`config.mk`:
```
export PLATFORM = sky130hd
export DESIGN_NAME = pei_core
export DESIGN_NICKNAME = d
export VERILOG_FILES = /design/src/pei_pkg.sv /design/src/pei_core.sv
export SDC_FILE = /design/constraint.sdc
export NUM_CORES = 1
export LEC_CHECK = 0
export BUFFER_PORTS_ARGS = -buffer_cell sky130_fd_sc_hd__clkbuf_2
export CAP_MARGIN = 20
export CELL_PAD_IN_SITES_DETAIL_PLACEMENT = 1
export CELL_PAD_IN_SITES_GLOBAL_PLACEMENT = 1
export CORE_MARGIN = 2
export CORE_UTILIZATION = 43
export CTS_BUF_LIST = sky130_fd_sc_hd__clkbuf_4 sky130_fd_sc_hd__clkbuf_8 sky130_fd_sc_hd__clkbuf_16
export CTS_CLUSTER_SIZE = 24
export DETAILED_ROUTE_END_ITERATION = 16
export HOLD_SLACK_MARGIN = 0.08
export PLACE_DENSITY = 0.86
export SKIP_LAST_GASP = 1
export SYNTH_ARGS = -nofsm -noshare
export SYNTH_HDL_FRONTEND = slang
export SYNTH_SLANG_ARGS = --single-unit
```
`constraint.sdc`:
```
create_clock -name sys_clk -period 2.48 [get_ports sys_clk]
set_clock_uncertainty 0.2 [all_clocks]
set_input_delay 0.248 -clock sys_clk [delete_from_list [all_inputs] [get_ports sys_clk]]
set_output_delay 0.248 -clock sys_clk [all_outputs]
set_load 0.05 [all_outputs]
```
`src/pei_pkg.sv`:
```
// constants, codes and carriers for the processor external interface block
package pei_pkg;

  // ----------------------------------------------------------------
  // widths
  // ----------------------------------------------------------------
  localparam int ADDR_W = 32;
  localparam int DATA_W = 32;
  localparam int ASI_W  = 8;
  localparam int MASK_W = 4;
  localparam int LVL_W  = 4;
  localparam int CC_W   = 2;

  // ----------------------------------------------------------------
  // register offsets (byte addresses)
  // ----------------------------------------------------------------
  localparam logic [7:0] OFF_CTRL    = 8'h00;
  localparam logic [7:0] OFF_ADDR    = 8'h04;
  localparam logic [7:0] OFF_ASIMASK = 8'h08;
  localparam logic [7:0] OFF_WDATA   = 8'h0C;
  localparam logic [7:0] OFF_CMD     = 8'h10;
  localparam logic [7:0] OFF_LDATA   = 8'h14;
  localparam logic [7:0] OFF_STATUS  = 8'h18;
  localparam logic [7:0] OFF_COND    = 8'h1C;

  // ----------------------------------------------------------------
  // field positions
  // ----------------------------------------------------------------
  localparam int CTRL_ET_BIT   = 0;
  localparam int CTRL_PIL_LSB  = 4;
  localparam int CMD_OP_LSB    = 0;
  localparam int CMD_SYNC_BIT  = 2;
  localparam int AM_ASI_LSB    = 0;
  localparam int AM_MASK_LSB   = 8;
  localparam int COND_F_LSB    = 0;
  localparam int COND_A_LSB    = 4;
  localparam int ST_TRAP_BIT   = 12;

  // ----------------------------------------------------------------
  // reset values and fixed codes
  // ----------------------------------------------------------------
  localparam logic [LVL_W-1:0]  LVL_NONE   = 4'h0;
  localparam logic [LVL_W-1:0]  LVL_NMI    = 4'hF;
  localparam logic [MASK_W-1:0] MASK_RST   = 4'hF;
  localparam logic [ADDR_W-1:0] BOOT_ADDR  = 32'h0000_0000;
  localparam logic [ASI_W-1:0]  BOOT_ASI   = 8'h09;
  localparam logic [7:0]        TSET_BYTE  = 8'hFF;

  typedef enum logic [1:0] {
    MODE_RESET = 2'b00,
    MODE_EXEC  = 2'b01,
    MODE_ERROR = 2'b10
  } pei_mode_t;

  typedef enum logic [1:0] {
    MS_IDLE  = 2'b00,
    MS_READ  = 2'b01,
    MS_WRITE = 2'b10
  } pei_mstate_t;

  typedef enum logic [1:0] {
    OP_READ  = 2'b00,
    OP_WRITE = 2'b01,
    OP_SWAP  = 2'b10,
    OP_TSET  = 2'b11
  } pei_op_t;

  typedef enum logic [2:0] {
    CAUSE_NONE   = 3'b000,
    CAUSE_IRQ    = 3'b001,
    CAUSE_ACCESS = 3'b010,
    CAUSE_FLOAT  = 3'b011,
    CAUSE_AUX    = 3'b100
  } pei_cause_t;

  typedef struct packed {
    logic [ADDR_W-1:0] addr;
    logic [ASI_W-1:0]  asi;
    logic [DATA_W-1:0] wdata;
    logic [MASK_W-1:0] mask;   // msb selects byte 0 (bits 31:24)
    logic              we;
    logic              sync;
  } pei_mem_req_t;

endpackage : pei_pkg

```
`src/pei_core.sv`:
```
// processor external interface: mode control, traps, interrupts, memory port, apb registers
`timescale 1ns/10ps
`default_nettype none

module pei_core
  import pei_pkg::*;
(
  // clock and reset
  input  wire logic              sys_clk,
  input  wire logic              arst_n,
  // apb slave
  input  wire logic              psel,
  input  wire logic              penable,
  input  wire logic              pwrite,
  input  wire logic [7:0]        paddr,
  input  wire logic [DATA_W-1:0] pwdata,
  output logic      [DATA_W-1:0] prdata,
  output logic                   pready,
  output logic                   pslverr,
  // asynchronous system pins
  input  wire logic              system_reset_request,
  input  wire logic [LVL_W-1:0]  interrupt_level_in,
  output logic                   error_out,
  // memory port
  output logic                   mem_req_valid,
  output var pei_mem_req_t       mem_req,
  input  wire logic              mem_ack,
  input  wire logic [DATA_W-1:0] mem_rdata,
  input  wire logic              mem_fault,
  output logic                   atomic_word_lock,
  output logic                   atomic_byte_lock,
  // float unit and coprocessor
  input  wire logic              float_unit_present,
  input  wire logic              float_unit_fault,
  input  wire logic [CC_W-1:0]   float_branch_code,
  input  wire logic              aux_unit_present,
  input  wire logic              aux_unit_fault,
  input  wire logic [CC_W-1:0]   aux_branch_code,
  // trap report
  output logic                   trap_taken,
  output var pei_cause_t         trap_cause,
  output logic      [LVL_W-1:0]  trap_level
);

  // condition mask indexed by a 2-bit branch code
  function automatic logic cond_hit(input logic [3:0] m, input logic [CC_W-1:0] cc);
    return m[cc];
  endfunction : cond_hit

  // ----------------------------------------------------------------
  // pin synchronisers
  // ----------------------------------------------------------------
  logic [LVL_W-1:0] irl_s1_q, irl_s2_q;
  logic             rst_s1_q, rst_s2_q;

  always_ff @(posedge sys_clk or negedge arst_n) begin
    if (!arst_n) begin
      irl_s1_q <= LVL_NONE;
      irl_s2_q <= LVL_NONE;
    end else begin
      irl_s1_q <= interrupt_level_in;
      irl_s2_q <= irl_s1_q;
    end
  end

  // held in reset request until the pin is seen low twice
  always_ff @(posedge sys_clk or negedge arst_n) begin
    if (!arst_n) begin
      rst_s1_q <= 1'b1;
      rst_s2_q <= 1'b1;
    end else begin
      rst_s1_q <= system_reset_request;
      rst_s2_q <= rst_s1_q;
    end
  end

  // ----------------------------------------------------------------
  // apb decode and software registers
  // ----------------------------------------------------------------
  logic              wr_en, hit;
  logic              et_q;
  logic [LVL_W-1:0]  pil_q;
  logic [ADDR_W-1:0] addr_q;
  logic [ASI_W-1:0]  asi_q;
  logic [MASK_W-1:0] mask_q;
  logic [DATA_W-1:0] wdata_q, ldata_q;
  logic [7:0]        cond_q;
  logic              trap_flag_q, fault_q;
  pei_mode_t         mode_q;
  pei_mstate_t       ms_q;
  pei_op_t           op_q;
  logic              take_trap, take_irq, exc_now, mem_done, mem_bad;
  pei_cause_t        exc_cause;

  assign pready  = 1'b1;
  assign wr_en   = psel && penable && pwrite;
  assign hit     = (paddr[7:5] == 3'h0) && (paddr[1:0] == 2'h0);
  assign pslverr = psel && penable && !hit;

  always_ff @(posedge sys_clk or negedge arst_n) begin
    if (!arst_n) begin
      addr_q  <= BOOT_ADDR;
      asi_q   <= BOOT_ASI;
      mask_q  <= MASK_RST;
      wdata_q <= '0;
      cond_q  <= '0;
      pil_q   <= LVL_NONE;
    end else if (wr_en) begin
      case (paddr)
        OFF_ADDR:    addr_q  <= pwdata;
        OFF_ASIMASK: begin
          asi_q  <= pwdata[AM_ASI_LSB +: ASI_W];
          mask_q <= pwdata[AM_MASK_LSB +: MASK_W];
        end
        OFF_WDATA:   wdata_q <= pwdata;
        OFF_COND:    cond_q  <= pwdata[7:0];
        OFF_CTRL:    pil_q   <= pwdata[CTRL_PIL_LSB +: LVL_W];
        default:     ;
      endcase
    end
  end

  // trap entry clears trap enable; it beats a simultaneous software write
  always_ff @(posedge sys_clk or negedge arst_n) begin
    if (!arst_n)
      et_q <= 1'b0;
    else if (take_trap)
      et_q <= 1'b0;
    else if (wr_en && paddr == OFF_CTRL)
      et_q <= pwdata[CTRL_ET_BIT];
  end

  // sticky trap flag: write one to clear, a new trap wins
  always_ff @(posedge sys_clk or negedge arst_n) begin
    if (!arst_n)
      trap_flag_q <= 1'b0;
    else if (take_trap)
      trap_flag_q <= 1'b1;
    else if (wr_en && paddr == OFF_STATUS && pwdata[ST_TRAP_BIT])
      trap_flag_q <= 1'b0;
  end

  // read mux is combinational over flops and the unit pins so the slave answers with no wait state
  always_comb begin
    prdata = '0;
    case (paddr)
      OFF_CTRL:    prdata = {24'h0, pil_q, 3'h0, et_q};
      OFF_ADDR:    prdata = addr_q;
      OFF_ASIMASK: prdata = {20'h0, mask_q, asi_q};
      OFF_WDATA:   prdata = wdata_q;
      OFF_LDATA:   prdata = ldata_q;
      OFF_STATUS:  prdata = {12'h0, trap_level, trap_cause, trap_flag_q,
                             cond_hit(cond_q[COND_A_LSB +: 4], aux_branch_code),
                             cond_hit(cond_q[COND_F_LSB +: 4], float_branch_code),
                             aux_branch_code, float_branch_code, aux_unit_present, float_unit_present,
                             fault_q, (ms_q != MS_IDLE), mode_q};
      OFF_COND:    prdata = {24'h0, cond_q};
      default:     prdata = '0;
    endcase
  end

  // ----------------------------------------------------------------
  // processor mode
  // ----------------------------------------------------------------
  assign mem_done  = mem_req_valid && mem_ack;
  assign mem_bad   = mem_done && mem_fault;
  assign exc_now   = mem_bad || float_unit_fault || aux_unit_fault;
  assign exc_cause = mem_bad ? CAUSE_ACCESS : (float_unit_fault ? CAUSE_FLOAT : CAUSE_AUX);
  assign take_irq  = et_q && ((irl_s2_q == LVL_NMI) || (irl_s2_q > pil_q));
  assign take_trap = (mode_q == MODE_EXEC) && !rst_s2_q && et_q && (exc_now || take_irq);

  always_ff @(posedge sys_clk or negedge arst_n) begin
    if (!arst_n) begin
      mode_q <= MODE_RESET;
    end else begin
      case (mode_q)
        MODE_RESET: if (!rst_s2_q) mode_q <= MODE_EXEC;
        MODE_EXEC: begin
          if (rst_s2_q)
            mode_q <= MODE_RESET;
          else if (exc_now && !et_q)
            mode_q <= MODE_ERROR;
        end
        MODE_ERROR: if (rst_s2_q) mode_q <= MODE_RESET;
        default:    mode_q <= MODE_RESET;
      endcase
    end
  end

  assign error_out = (mode_q == MODE_ERROR);

  always_ff @(posedge sys_clk or negedge arst_n) begin
    if (!arst_n) begin
      trap_taken <= 1'b0;
      trap_cause <= CAUSE_NONE;
      trap_level <= LVL_NONE;
    end else begin
      trap_taken <= take_trap;
      if (take_trap) begin
        trap_cause <= exc_now ? exc_cause : CAUSE_IRQ;
        trap_level <= exc_now ? LVL_NONE : irl_s2_q;
      end
    end
  end

  // ----------------------------------------------------------------
  // memory access engine
  // ----------------------------------------------------------------
  logic start_sw, start_boot;
  assign start_sw   = wr_en && paddr == OFF_CMD && ms_q == MS_IDLE && mode_q == MODE_EXEC;
  assign start_boot = (mode_q == MODE_RESET) && !rst_s2_q;

  always_ff @(posedge sys_clk or negedge arst_n) begin
    if (!arst_n) begin
      ms_q          <= MS_IDLE;
      op_q          <= OP_READ;
      mem_req_valid <= 1'b0;
      mem_req       <= '0;
    end else begin
      case (ms_q)
        MS_IDLE: begin
          if (start_boot) begin
            op_q          <= OP_READ;
            mem_req_valid <= 1'b1;
            mem_req       <= '{BOOT_ADDR, BOOT_ASI, '0, MASK_RST, 1'b0, 1'b0};
            ms_q          <= MS_READ;
          end else if (start_sw) begin
            op_q          <= pei_op_t'(pwdata[CMD_OP_LSB +: 2]);
            mem_req_valid <= 1'b1;
            mem_req       <= '{addr_q, asi_q, wdata_q, mask_q,
                               pwdata[CMD_OP_LSB +: 2] == OP_WRITE, pwdata[CMD_SYNC_BIT]};
            ms_q          <= (pwdata[CMD_OP_LSB +: 2] == OP_WRITE) ? MS_WRITE : MS_READ;
          end
        end
        MS_READ: if (mem_ack) begin
          if (!mem_fault && (op_q == OP_SWAP || op_q == OP_TSET)) begin
            mem_req.we    <= 1'b1;
            mem_req.wdata <= (op_q == OP_TSET) ? {4{TSET_BYTE}} : wdata_q;
            ms_q          <= MS_WRITE;
          end else begin
            mem_req_valid <= 1'b0;
            ms_q          <= MS_IDLE;
          end
        end
        MS_WRITE: if (mem_ack) begin
          mem_req_valid <= 1'b0;
          ms_q          <= MS_IDLE;
        end
        default: ms_q <= MS_IDLE;
      endcase
    end
  end

  always_ff @(posedge sys_clk or negedge arst_n) begin
    if (!arst_n) begin
      ldata_q <= '0;
      fault_q <= 1'b0;
    end else if (mem_done) begin
      fault_q <= mem_fault;
      if (!mem_req.we)
        ldata_q <= mem_rdata;
    end
  end

  assign atomic_word_lock = mem_req_valid && op_q == OP_SWAP;
  assign atomic_byte_lock = mem_req_valid && op_q == OP_TSET;
endmodule : pei_core

`default_nettype wire

```
==> results of run 1 <==
[cells in the final DEF (no fill, tap or decap), types with 4 or more instances in the layout]
cell | Yosys | routed
inv_1 | 62 | 61
buf_12 | 0 | 29
a21oi_1 | 14 | 13
clkinv_2 | 0 | 5
clkbuf_4 | 0 | 6
o21ai_1 | 1 | 8
mux2i_1 | 65 | 64
ha_1 | 7 | 7
nor2_1 | 30 | 30
mux2_2 | 119 | 119
clkbuf_16 | 0 | 25
diode_2 | 0 | 4
a222oi_1 | 12 | 12
a22o_1 | 41 | 41
dfrtp_1 | 218 | 218
nand3_1 | 10 | 10
nand2_1 | 28 | 26
dlygate4sd3_1 | 0 | 77
clkbuf_2 | 0 | 192
dfstp_2 | 8 | 8
o22ai_1 | 7 | 5
buf_4 | 1 | 35
a31oi_1 | 4 | 4
a22oi_1 | 12 | 12
o21ai_0 | 46 | 35
o22a_1 | 8 | 8
[power by group through the flow]
| stage | registers, uW | logic [uW] | clock network [uW] |
|---|---|---|---|
| after floorplan | 4430 | 1200 | 0 |
| after global placement | 4340 | 1990 | 0 |
| after detailed placement | 4390 | 2070 | 0 |
| after CTS | 4330 | 2220 | 3720 |
| after global routing | 4380 | 2390 | 3900 |
| final | 4350 | 2260 | 3710 |
[timing repair]
action,4_1_cts,5_1_grt
hold buffers,77,0
hold endpoints to repair,363,0
setup endpoints to repair,0,14
buffers inserted,0,0
resized for setup,0,16
[metrics by stage]
step / total power, uW / setup WS [ns]
global route: 10660 / -0.008893
global placement: 6331 / 0.09596
finish: 10320 / 0.003218
CTS: 10270 / 0.01450
floorplan: 5628 / 0.1108
detailed placement: 6458 / 0.05902
[path summary, 6_finish.rpt]
path | cells after the start | from | endpoint | slack [ns]
worst min register to register | 0 | irl_s1_q[0] | irl_s2_q[0] | 0.15
worst max register to register | 5 | mem_req_valid | trap_cause[0] | 0.10
worst max-delay path | 9 | paddr[4] | prdata[30] | 0.003
min in group sys_clk | 0 | irl_s1_q[0] | irl_s2_q[0] | 0.15
worst min-delay path | 2 | arst_n | addr_q[21] | 0.07
max in group asynchronous | 3 | arst_n | mem_req[15] | 1.17
[critical path, delay by kind of cell]
| kind | cells | cell delay, ns |
|---|---|---|
| AND/OR/NAND/NOR | 2 | 0.24 |
| buffers and inverters | 6 | 1.12 |
| AO/OA/AOI/OAI | 1 | 0.42 |
[registers in the layout (all words and copies together), names as in the netlist, 3 cells and up]
signal      cells
mem_req        78
wdata_q        32
addr_q         32
ldata_q        32
irl_s2_q        4
trap_level      4
trap_cause      3
pil_q           4
asi_q           8
irl_s1_q        4
cond_q          8
mask_q          4
[cell families (layout without fill, tap and decap cells)]
logic type                 after synthesis  count (layout)  synth area share [%]
DFF                                    226             226                 56.94
muxes                                  190             190                 21.03
AOI/OAI and AO/OA                      162             162                 11.78
buffers and inverters                  107             442                 4.427
and+or+nand+nor                         98              98                 4.905
adders and majority gates                7               7                0.8802
other                                    1               5               0.03769
[layer usage]
layer / up-vias / GRT usage (%) / routed length (um)
li1: 3494 / - / -
met1: 4259 / 37.00 / 14270
met2: 450 / 54.26 / 18700
met3: 146 / 5.528 / 2488
met4: 0 / 16.12 / 2180
met5: - / 0 / 0
[layout make-up]
class	instances	share of cell area, %
timing repair buffer	338	19.22
sequential	226	41.69
clock inverter	9	0.7458
tap	285	2.624
inverter	62	1.713
multi-input combinational	458	28.75
antenna	4	0.07366
clock buffer	33	5.184
==> impl_metrics.env, run 1 <==
export IMPL_status="complete, no violations"
export IMPL_max_clock_freq_mhz=403.8
export IMPL_path_cells="buf_2 -> inv_2 -> nand2_1 -> buf_4 -> nor2_4 -> buf_12 -> a222oi_1 -> inv_1 -> buf_2"
export IMPL_dp_hpwl_mm=24.63
export IMPL_wl_per_cell_um=26.60
export IMPL_switchingPower_uw=3090
export IMPL_critPathArrivalTime_ns=2.03
export IMPL_peakVddDrop_mv=0.6080
export IMPL_clkPwrFrac_pct=36.0
export IMPL_syn_nets=890
export IMPL_powerDensity_mw_per_mm2=759.3
export IMPL_p_sw_share_pct=29.95
export IMPL_finalWeightedCongestion=0.8967
export IMPL_fin_hold_ws_ns=0.06852
export IMPL_max_slew_worst_pin_slew_ns=1.065
export IMPL_period_needed_ns=2.477
export IMPL_antenna_found_initial=4
export IMPL_netlist_area_mm2=0.009950
export IMPL_n_fill_cell=2303
export IMPL_cp_required_ns=2.03
export IMPL_drc=0
export IMPL_placed_cells=1292
export IMPL_internal_power_uw=7229
export IMPL_async_reset_ff_share_pct=100.0
export IMPL_port_buffers=214
export IMPL_cts_buffers=24
export IMPL_grt_max_degree=72
export IMPL_cp_max_fo=9
export IMPL_core_area_mm2=0.02271
export IMPL_fp_row_count=55
export IMPL_slew_viol_final=0
export IMPL_area_growth_syn_to_layout_pct=36.58
export IMPL_fin_nets=1209
export IMPL_drtIter0Drc=596
export IMPL_yosys_top_cells_count="dfrtp_1 (218), mux2_2 (119), mux2i_1 (65)"
export IMPL_hold_path_class="primary input to asynchronous set/reset pin"
export IMPL_grt_ovfl_total=0
export IMPL_synth_area_leader_cell="dfrtp_1"
export IMPL_cts_sinks=226
export IMPL_ys_warn_count=0
export IMPL_maxSlewHeadroom_pct=28.98
export IMPL_setup_violations=0
export IMPL_finalInstanceArea_mm2=0.01359
export IMPL_postSynthAreaPerCell_um2=12.58
export IMPL_htree_levels=1
export IMPL_synth_area_leaders="dfrtp_1 (55%), mux2_2 (13%), mux2i_1 (6.5%)"
export IMPL_final_util_pct=59.84
export IMPL_report_final_hold_viol_count=0
export IMPL_layout_drive_gt1_share_pct=40.41
export IMPL_synth_edf_count=0
export IMPL_die_w_um=156.1
export IMPL_finalCritPeriodShare_pct=99.87
export IMPL_power_frac_comb_pct=21.9
export IMPL_max_stage_delay_ns=0.42
export IMPL_avgViaCountPerCell=5.900
export IMPL_seqPwrFrac_pct=42.2
export IMPL_clk_latency_ns=0.52
export IMPL_crit_path_end_kind="primary output"
export IMPL_drv_cap=0
export IMPL_leakage_uw=0.006647
export IMPL_critPathLaunchType="primary input"
export IMPL_die_area_mm2=0.02437
export IMPL_gr_usage_all_layers_pct=31.15
export IMPL_critPathSlowestCell="a222oi_1"
export IMPL_instances_no_fill=1415
export IMPL_routed_wl_mm=37.64
export IMPL_die_y_um=156.1
export IMPL_path_common_cell="buf_2"
export IMPL_tns_ns=0
export IMPL_grt_pass1_vias=9419
export IMPL_synth_seq_area_share_pct=56.94
export IMPL_grt_pass1_wl_mm=57.09
export IMPL_tritoncts="done"
export IMPL_place_area_mm2=0.01196
export IMPL_crit_type="primary input to primary output"
export IMPL_ant_nets=0
export IMPL_root_buffer="clkbuf_16"
export IMPL_ys_ff_latch=226
export IMPL_synth_top_area_share_pct=54.83
export IMPL_regArea_mm2=0.005665
export IMPL_routed_via_count=8349
export IMPL_synth_main_ff_cell="dfrtp_1"
export IMPL_initial_core_util_pct=43.81
export IMPL_synthCells=791
export IMPL_dr_pass1_iters=6
export IMPL_max_clock_path_buffers=3
export IMPL_pin_count=216
export IMPL_multi_input_area_mm2=0.003906
export IMPL_clkTransAtPathRegs_ns=0.08
export IMPL_yosysMostFrequentCell="dfrtp_1"
export IMPL_ys_types=58
Note: power is estimated with default switching activity, not from simulation.
==> run 2: changes to the inputs <==
- ABC_AREA: default -> 1
- CORE_UTILIZATION: 43 -> 41
- PLACE_DENSITY: 0.86 -> 0.87
- clock period: 2.48 -> 2.3 ns (I/O delays scaled with it)
==> impl_metrics.env, run 2 <==
export IMPL_powerDensity_mw_per_mm2=1016
export IMPL_regMostFlops="mem_req"
export IMPL_fp_row_count=58
export IMPL_leakage_uw=0.006987
export IMPL_core_area_mm2=0.02504
export IMPL_max_slew_worst_pin_slew_ns=0.6393
export IMPL_reg2reg_depth=9
export IMPL_crit_reg2reg_launch="mem_req_valid"
export IMPL_die_y_um=163.2
export IMPL_status="complete, no violations"
export IMPL_drtIter0Drc=670
export IMPL_place_area_mm2=0.01226
export IMPL_largest_register_ffs=78
export IMPL_critPathLaunchType="register"
export IMPL_synth_area_leaders="dfrtp_1 (52%), nand2_1 (12%), o21ai_0 (5.2%)"
export IMPL_power_frac_comb_pct=32.9
export IMPL_routed_wl_mm=38.87
export IMPL_finalCritPeriodShare_pct=98.39
export IMPL_setup_violations=0
export IMPL_die_area_mm2=0.02665
export IMPL_wl_per_cell_um=21.19
export IMPL_initial_core_util_pct=41.52
export IMPL_fin_ws_ns=0.03696
export IMPL_report_final_hold_viol_count=0
export IMPL_slew_viol_final=0
export IMPL_grt_pass1_vias=10686
export IMPL_drc=0
export IMPL_root_buffer="clkbuf_16"
export IMPL_critPathArrivalTime_ns=1.83
export IMPL_avgViaCountPerCell=5.306
export IMPL_cts_buffers=25
export IMPL_grt_max_degree=65
export IMPL_postSynthAreaPerCell_um2=8.803
export IMPL_ant_nets=0
export IMPL_netlist_area_mm2=0.01040
export IMPL_gr_usage_all_layers_pct=29.26
export IMPL_yosysMostFrequentCell="nand2_1"
export IMPL_hold_path_class="primary input to asynchronous set/reset pin"
export IMPL_final_cell_mix="nand2_1 (341), dfrtp_1 (218), clkbuf_2 (192)"
export IMPL_synth_main_ff_cell="dfrtp_1"
export IMPL_synth_area_leader_cell="dfrtp_1"
export IMPL_synth_edf_count=0
export IMPL_preCtsSetupSlack_ns=0.1125
export IMPL_maxSlewHeadroom_pct=57.24
export IMPL_cp_required_ns=1.87
export IMPL_fin_nets=1584
export IMPL_synth_seq_area_share_pct=54.50
export IMPL_clk_latency_ns=0.52
export IMPL_grt_pass1_wl_mm=59.86
export IMPL_grt_ovfl_total=0
export IMPL_reg2reg_slack_ns=0.09
export IMPL_ys_types=39
export IMPL_port_buffers=214
export IMPL_seqPwrFrac_pct=36.3
export IMPL_syn_nets=1280
export IMPL_tns_ns=0
export IMPL_clkTransAtPathRegs_ns=0.06
export IMPL_max_clock_freq_mhz=441.9
export IMPL_tritoncts="done"
export IMPL_dr_pass1_iters=4
export IMPL_cp_max_fo=2
export IMPL_reg2reg_to="trap_cause[2]"
export IMPL_drv_cap=0
export IMPL_switchingPower_uw=5521
export IMPL_cts_sinks=226
export IMPL_finalWeightedCongestion=0.9052
export IMPL_synthCells=1181
export IMPL_dp_hpwl_mm=24.56
export IMPL_clkPwrFrac_pct=30.8
export IMPL_area_growth_syn_to_layout_pct=35.25
export IMPL_async_reset_ff_share_pct=100.0
export IMPL_synth_top_area_share_pct=52.47
export IMPL_yosys_top_cells_count="nand2_1 (344), dfrtp_1 (218), inv_1 (122)"
export IMPL_crit_type="register to primary output"
export IMPL_htree_levels=1
export IMPL_layout_commonest_cell="nand2_1"
export IMPL_die_w_um=163.2
export IMPL_peakVddDrop_mv=0.7603
export IMPL_max_clock_path_buffers=3
export IMPL_postCtsHoldBufs=80
export IMPL_crit_path_end_kind="primary output"
export IMPL_finalInstanceArea_mm2=0.01406
export IMPL_rsz0062_at_grt="no"
export IMPL_period_needed_ns=2.263
export IMPL_layout_drive_gt1_share_pct=25.75
export IMPL_ys_ff_latch=226
export IMPL_pin_count=216
export IMPL_internal_power_uw=8765
export IMPL_p_sw_share_pct=38.65
export IMPL_routed_via_count=9732
export IMPL_antenna_found_initial=1
export IMPL_ys_warn_count=0
## run 2: logic make-up (layout without fill, tap and decap cells)
group	after synthesis	in the layout	share of synthesized area, %
compound gates	207	207	10.76
fa+ha+maj	7	7	0.8424
mux	30	30	3.249
simple gates	524	524	22.34
buf+inv	186	508	8.280
flops	226	226	54.50
other cells	1	2	0.03607
## run 2: cell type report
type	instances	area, um2
antenna	1	2.502
clock buffer	32	703.2
clock inverter	13	196.4
fill	2903	10980
inverter	127	483.0
multi-input combinational	769	3915
sequential	226	5665
tap	330	412.9
timing repair buffer	336	2683
## run 2: critical path, cell delays in order (launching register included)
cell	delay, ns
dfrtp_1	0.37
inv_1	0.08
o21ai_1	0.07
o221ai_1	0.28
nand4_1	0.27
buf_12	0.23
## run 2: worst max-delay path by stage
stage                       start          endpoint  slack [ns]  depth (start not counted)
floorplan           mem_req_valid  atomic_word_lock        0.06                          2
global placement         paddr[1]         prdata[9]        0.18                         11
detailed placement       paddr[1]         prdata[9]        0.11                         11
CTS                     cond_q[5]        prdata[11]       0.005                          5
global route            cond_q[5]        prdata[11]       0.003                          5
finish                  cond_q[4]        prdata[11]        0.04                          5
## run 2: power groups by stage
stage               Combinational, uW  Clock, uW  Sequential (uW)
global placement                 4240          0             5180
CTS                              4590       4460             5150
global route                     4990       4610             5260
detailed placement               4370          0             5220
finish                           4700       4400             5190
floorplan                        1880          0             6300
## run 2: layer usage
metal	wire, um	share of wire [%]	vias to the layer above	GRT usage [%]
met3	1896	4.9	109	4.241
li1	-	-	4406	-
met1	15380	40	4879	34.75
met4	1547	4.0	0	11.38
met2	20040	52	338	53.26
met5	0	0	-	0
## run 2: repair_timing
action,in CTS,in global routing
resized for setup,6,11
endpoints found under the hold margin,358,44
setup buffers,4,4
setup endpoints to repair,1,72
pin swaps,3,3
## run 2: through the flow
| step | total power (uW) | cells | utilization [%] | hold slack, ns |
|---|---|---|---|---|
| final | 14290 | 1834 | 56.16 | 0.01416 |
| after global routing | 14860 | 1833 | 56.15 | 0.04763 |
| after CTS | 14210 | 1829 | 55.91 | 0.03530 |
| after detailed placement | 9593 | 1701 | 48.97 | 0.02652 |
| after global placement | 9426 | 1701 | 48.97 | 0.02371 |
| after floorplan | 8174 | 1181 | - | -0.2656 |
==> run 3: changes to the inputs <==
- CORE_MARGIN: 2 -> default
- SLEW_MARGIN: default -> 10
==> impl_metrics.env, run 3 (synthesized netlist as in run 2, its figures left out) <==
export IMPL_regMostFlops="mem_req"
export IMPL_dp_hpwl_mm=24.67
export IMPL_initial_core_util_pct=42.25
export IMPL_tns_ns=0
export IMPL_total_power_uw=14430
export IMPL_layout_drive_gt1_share_pct=25.97
export IMPL_fp_row_count=57
export IMPL_powerDensity_mw_per_mm2=1029
export IMPL_reg2reg_depth=8
export IMPL_multi_input_area_mm2=0.003924
export IMPL_clk_latency_ns=0.52
export IMPL_critPathArrivalTime_ns=1.84
export IMPL_final_util_pct=56.98
export IMPL_crit_reg2reg_launch="ms_q[0]"
export IMPL_drtIter0Drc=587
export IMPL_area_growth_syn_to_layout_pct=34.87
export IMPL_reg2reg_to="mem_req[26]"
export IMPL_antenna_found_initial=0
export IMPL_core_area_mm2=0.02460
export IMPL_routed_wl_mm=39.63
export IMPL_htree_levels=1
export IMPL_status="complete, no violations"
export IMPL_crit_path_end_kind="primary output"
export IMPL_grt_ovfl_total=0
export IMPL_setup_violations=0
export IMPL_cts_buffers=25
export IMPL_largest_register_ffs=78
export IMPL_dr_wl_met2_mm=19.96
export IMPL_die_area_mm2=0.02600
export IMPL_wl_per_cell_um=21.75
export IMPL_hold_start="irl_s1_q[0]"
export IMPL_tritoncts="done"
export IMPL_reg2reg_slack_ns=0.09
export IMPL_avgViaCountPerCell=5.471
export IMPL_leakage_uw=0.006991
export IMPL_critPathLaunchType="primary input"
export IMPL_fin_hold_ws_ns=0.1481
export IMPL_finalWeightedCongestion=0.8770
export IMPL_maxSlewHeadroom_pct=66.62
export IMPL_max_clock_freq_mhz=439.9
export IMPL_critPathTopFamily="simple AND/OR/NAND/NOR gates"
export IMPL_max_slew_worst_pin_slew_ns=0.4970
export IMPL_hold_path_class="register to register"
export IMPL_die_w_um=161.2
export IMPL_report_final_hold_viol_count=0
export IMPL_drc=0
export IMPL_routed_via_count=9968
export IMPL_fin_nets=1580
export IMPL_port_buffers=214
export IMPL_dr_max_layer_used="met4"
export IMPL_max_stage_delay_ns=0.25
export IMPL_grt_pass1_vias=10942
export IMPL_cp_required_ns=1.87
export IMPL_wl_met1_mm=15.85
export IMPL_critPathSlowestCell="nor3_2"
export IMPL_dr_pass1_iters=5
export IMPL_pin_count=216
export IMPL_crit_type="primary input to primary output"
export IMPL_peakVddDrop_mv=0.7939
export IMPL_wl_met3_mm=2.185
export IMPL_cp_max_fo=9
export IMPL_clkTransAtPathRegs_ns=0.06
export IMPL_slew_viol_final=0
export IMPL_grt_max_degree=95
export IMPL_cts_sinks=226
export IMPL_final_cell_mix="nand2_1 (342), dfrtp_1 (217), clkbuf_2 (192)"
export IMPL_place_area_mm2=0.01220
export IMPL_grt_pass1_wl_mm=62.41
export IMPL_n_fill_cell=2814
export IMPL_path_cells="clkbuf_2 -> nor2_4 -> inv_1 -> nor3_2 -> nand2_2 -> inv_2 -> buf_4 -> nand2_1 -> nand2_1 -> nor2_1 -> nand2_1 -> buf_12"
export IMPL_period_needed_ns=2.273
export IMPL_finalInstanceArea_mm2=0.01402
export IMPL_whs_path_depth=0
export IMPL_die_y_um=161.2
export IMPL_gr_usage_all_layers_pct=31.13
export IMPL_finalCritPeriodShare_pct=98.84
export IMPL_root_buffer="clkbuf_16"
export IMPL_layout_commonest_cell="nand2_1"
export IMPL_path_common_cell="nand2_1"
export IMPL_ant_nets=0
export IMPL_critPathBufInv=5
export IMPL_drv_cap=0
export IMPL_holdPathEnd="irl_s2_q[0]"
export IMPL_max_clock_path_buffers=3
export IMPL_n_antenna_cell=0
export IMPL_regArea_mm2=0.005667
run 3: cell count changes in the layout (fill, tap and decap cells not counted), sizes merged:
cell / delta
diode: -1
clkinvlp: -1
clkinv: -4
clkbuf: +5
dlygate4sd3: -2
buf: -3
run 3: power breakdown:
| group | leakage [uW] | total, uW | internal, uW | switching [uW] |
|---|---|---|---|---|
| clock network | 0.000464 | 4520 | 2850 | 1670 |
| registers | 0.00300 | 5230 | 4700 | 528 |
| logic | 0.00353 | 4680 | 1320 | 3370 |
run 3: worst max path at each step:
stage | startpoint | endpoint | slack (ns) | cells past startpoint
2_1_floorplan | mem_req_valid | atomic_word_lock | 0.06 | 2
3_3_place_gp | paddr[4] | prdata[1] | 0.14 | 13
3_5_place_dp | paddr[1] | prdata[24] | 0.08 | 10
4_1_cts | mode_q[1] | prdata[1] | 0.03 | 6
5_1_grt | paddr[1] | prdata[0] | -0.04 | 12
6_report | paddr[1] | prdata[0] | 0.03 | 12
run 3: final cells by class:
class                           instances  share of cell area [%]
Sequential cell                       226                   40.42
Inverter                              127                   3.445
Tap cell                              324                   2.891
Clock buffer                           36                   5.452
Multi-Input combinational cell        769                   27.99
Clock inverter                          8                   1.178
Timing Repair Buffer                  332                   18.63
run 3: routing by layer:
metal / vias to the layer above / global-route usage, %
li1: 4395 / -
met1: 5032 / 38.34
met2: 425 / 54.98
met3: 116 / 4.237
met4: 0 / 12.56
met5: - / 0
run 3: timing repair:
action / in CTS / in global routing
gates resized for setup: 10 / 11
hold buffers: 79 / 0
hold endpoints to repair: 358 / 0
endpoints found under the setup margin: 3 / 26
buffers inserted: 5 / 0
pin swaps: 4 / 4
run 3: through the flow:
step                      instances  setup WS, ns
after floorplan                1181       0.06276
after global routing           1822      -0.03663
after global placement         1695        0.1443
after detailed placement       1695       0.07545
final                          1822       0.02673
after CTS                      1822       0.03432
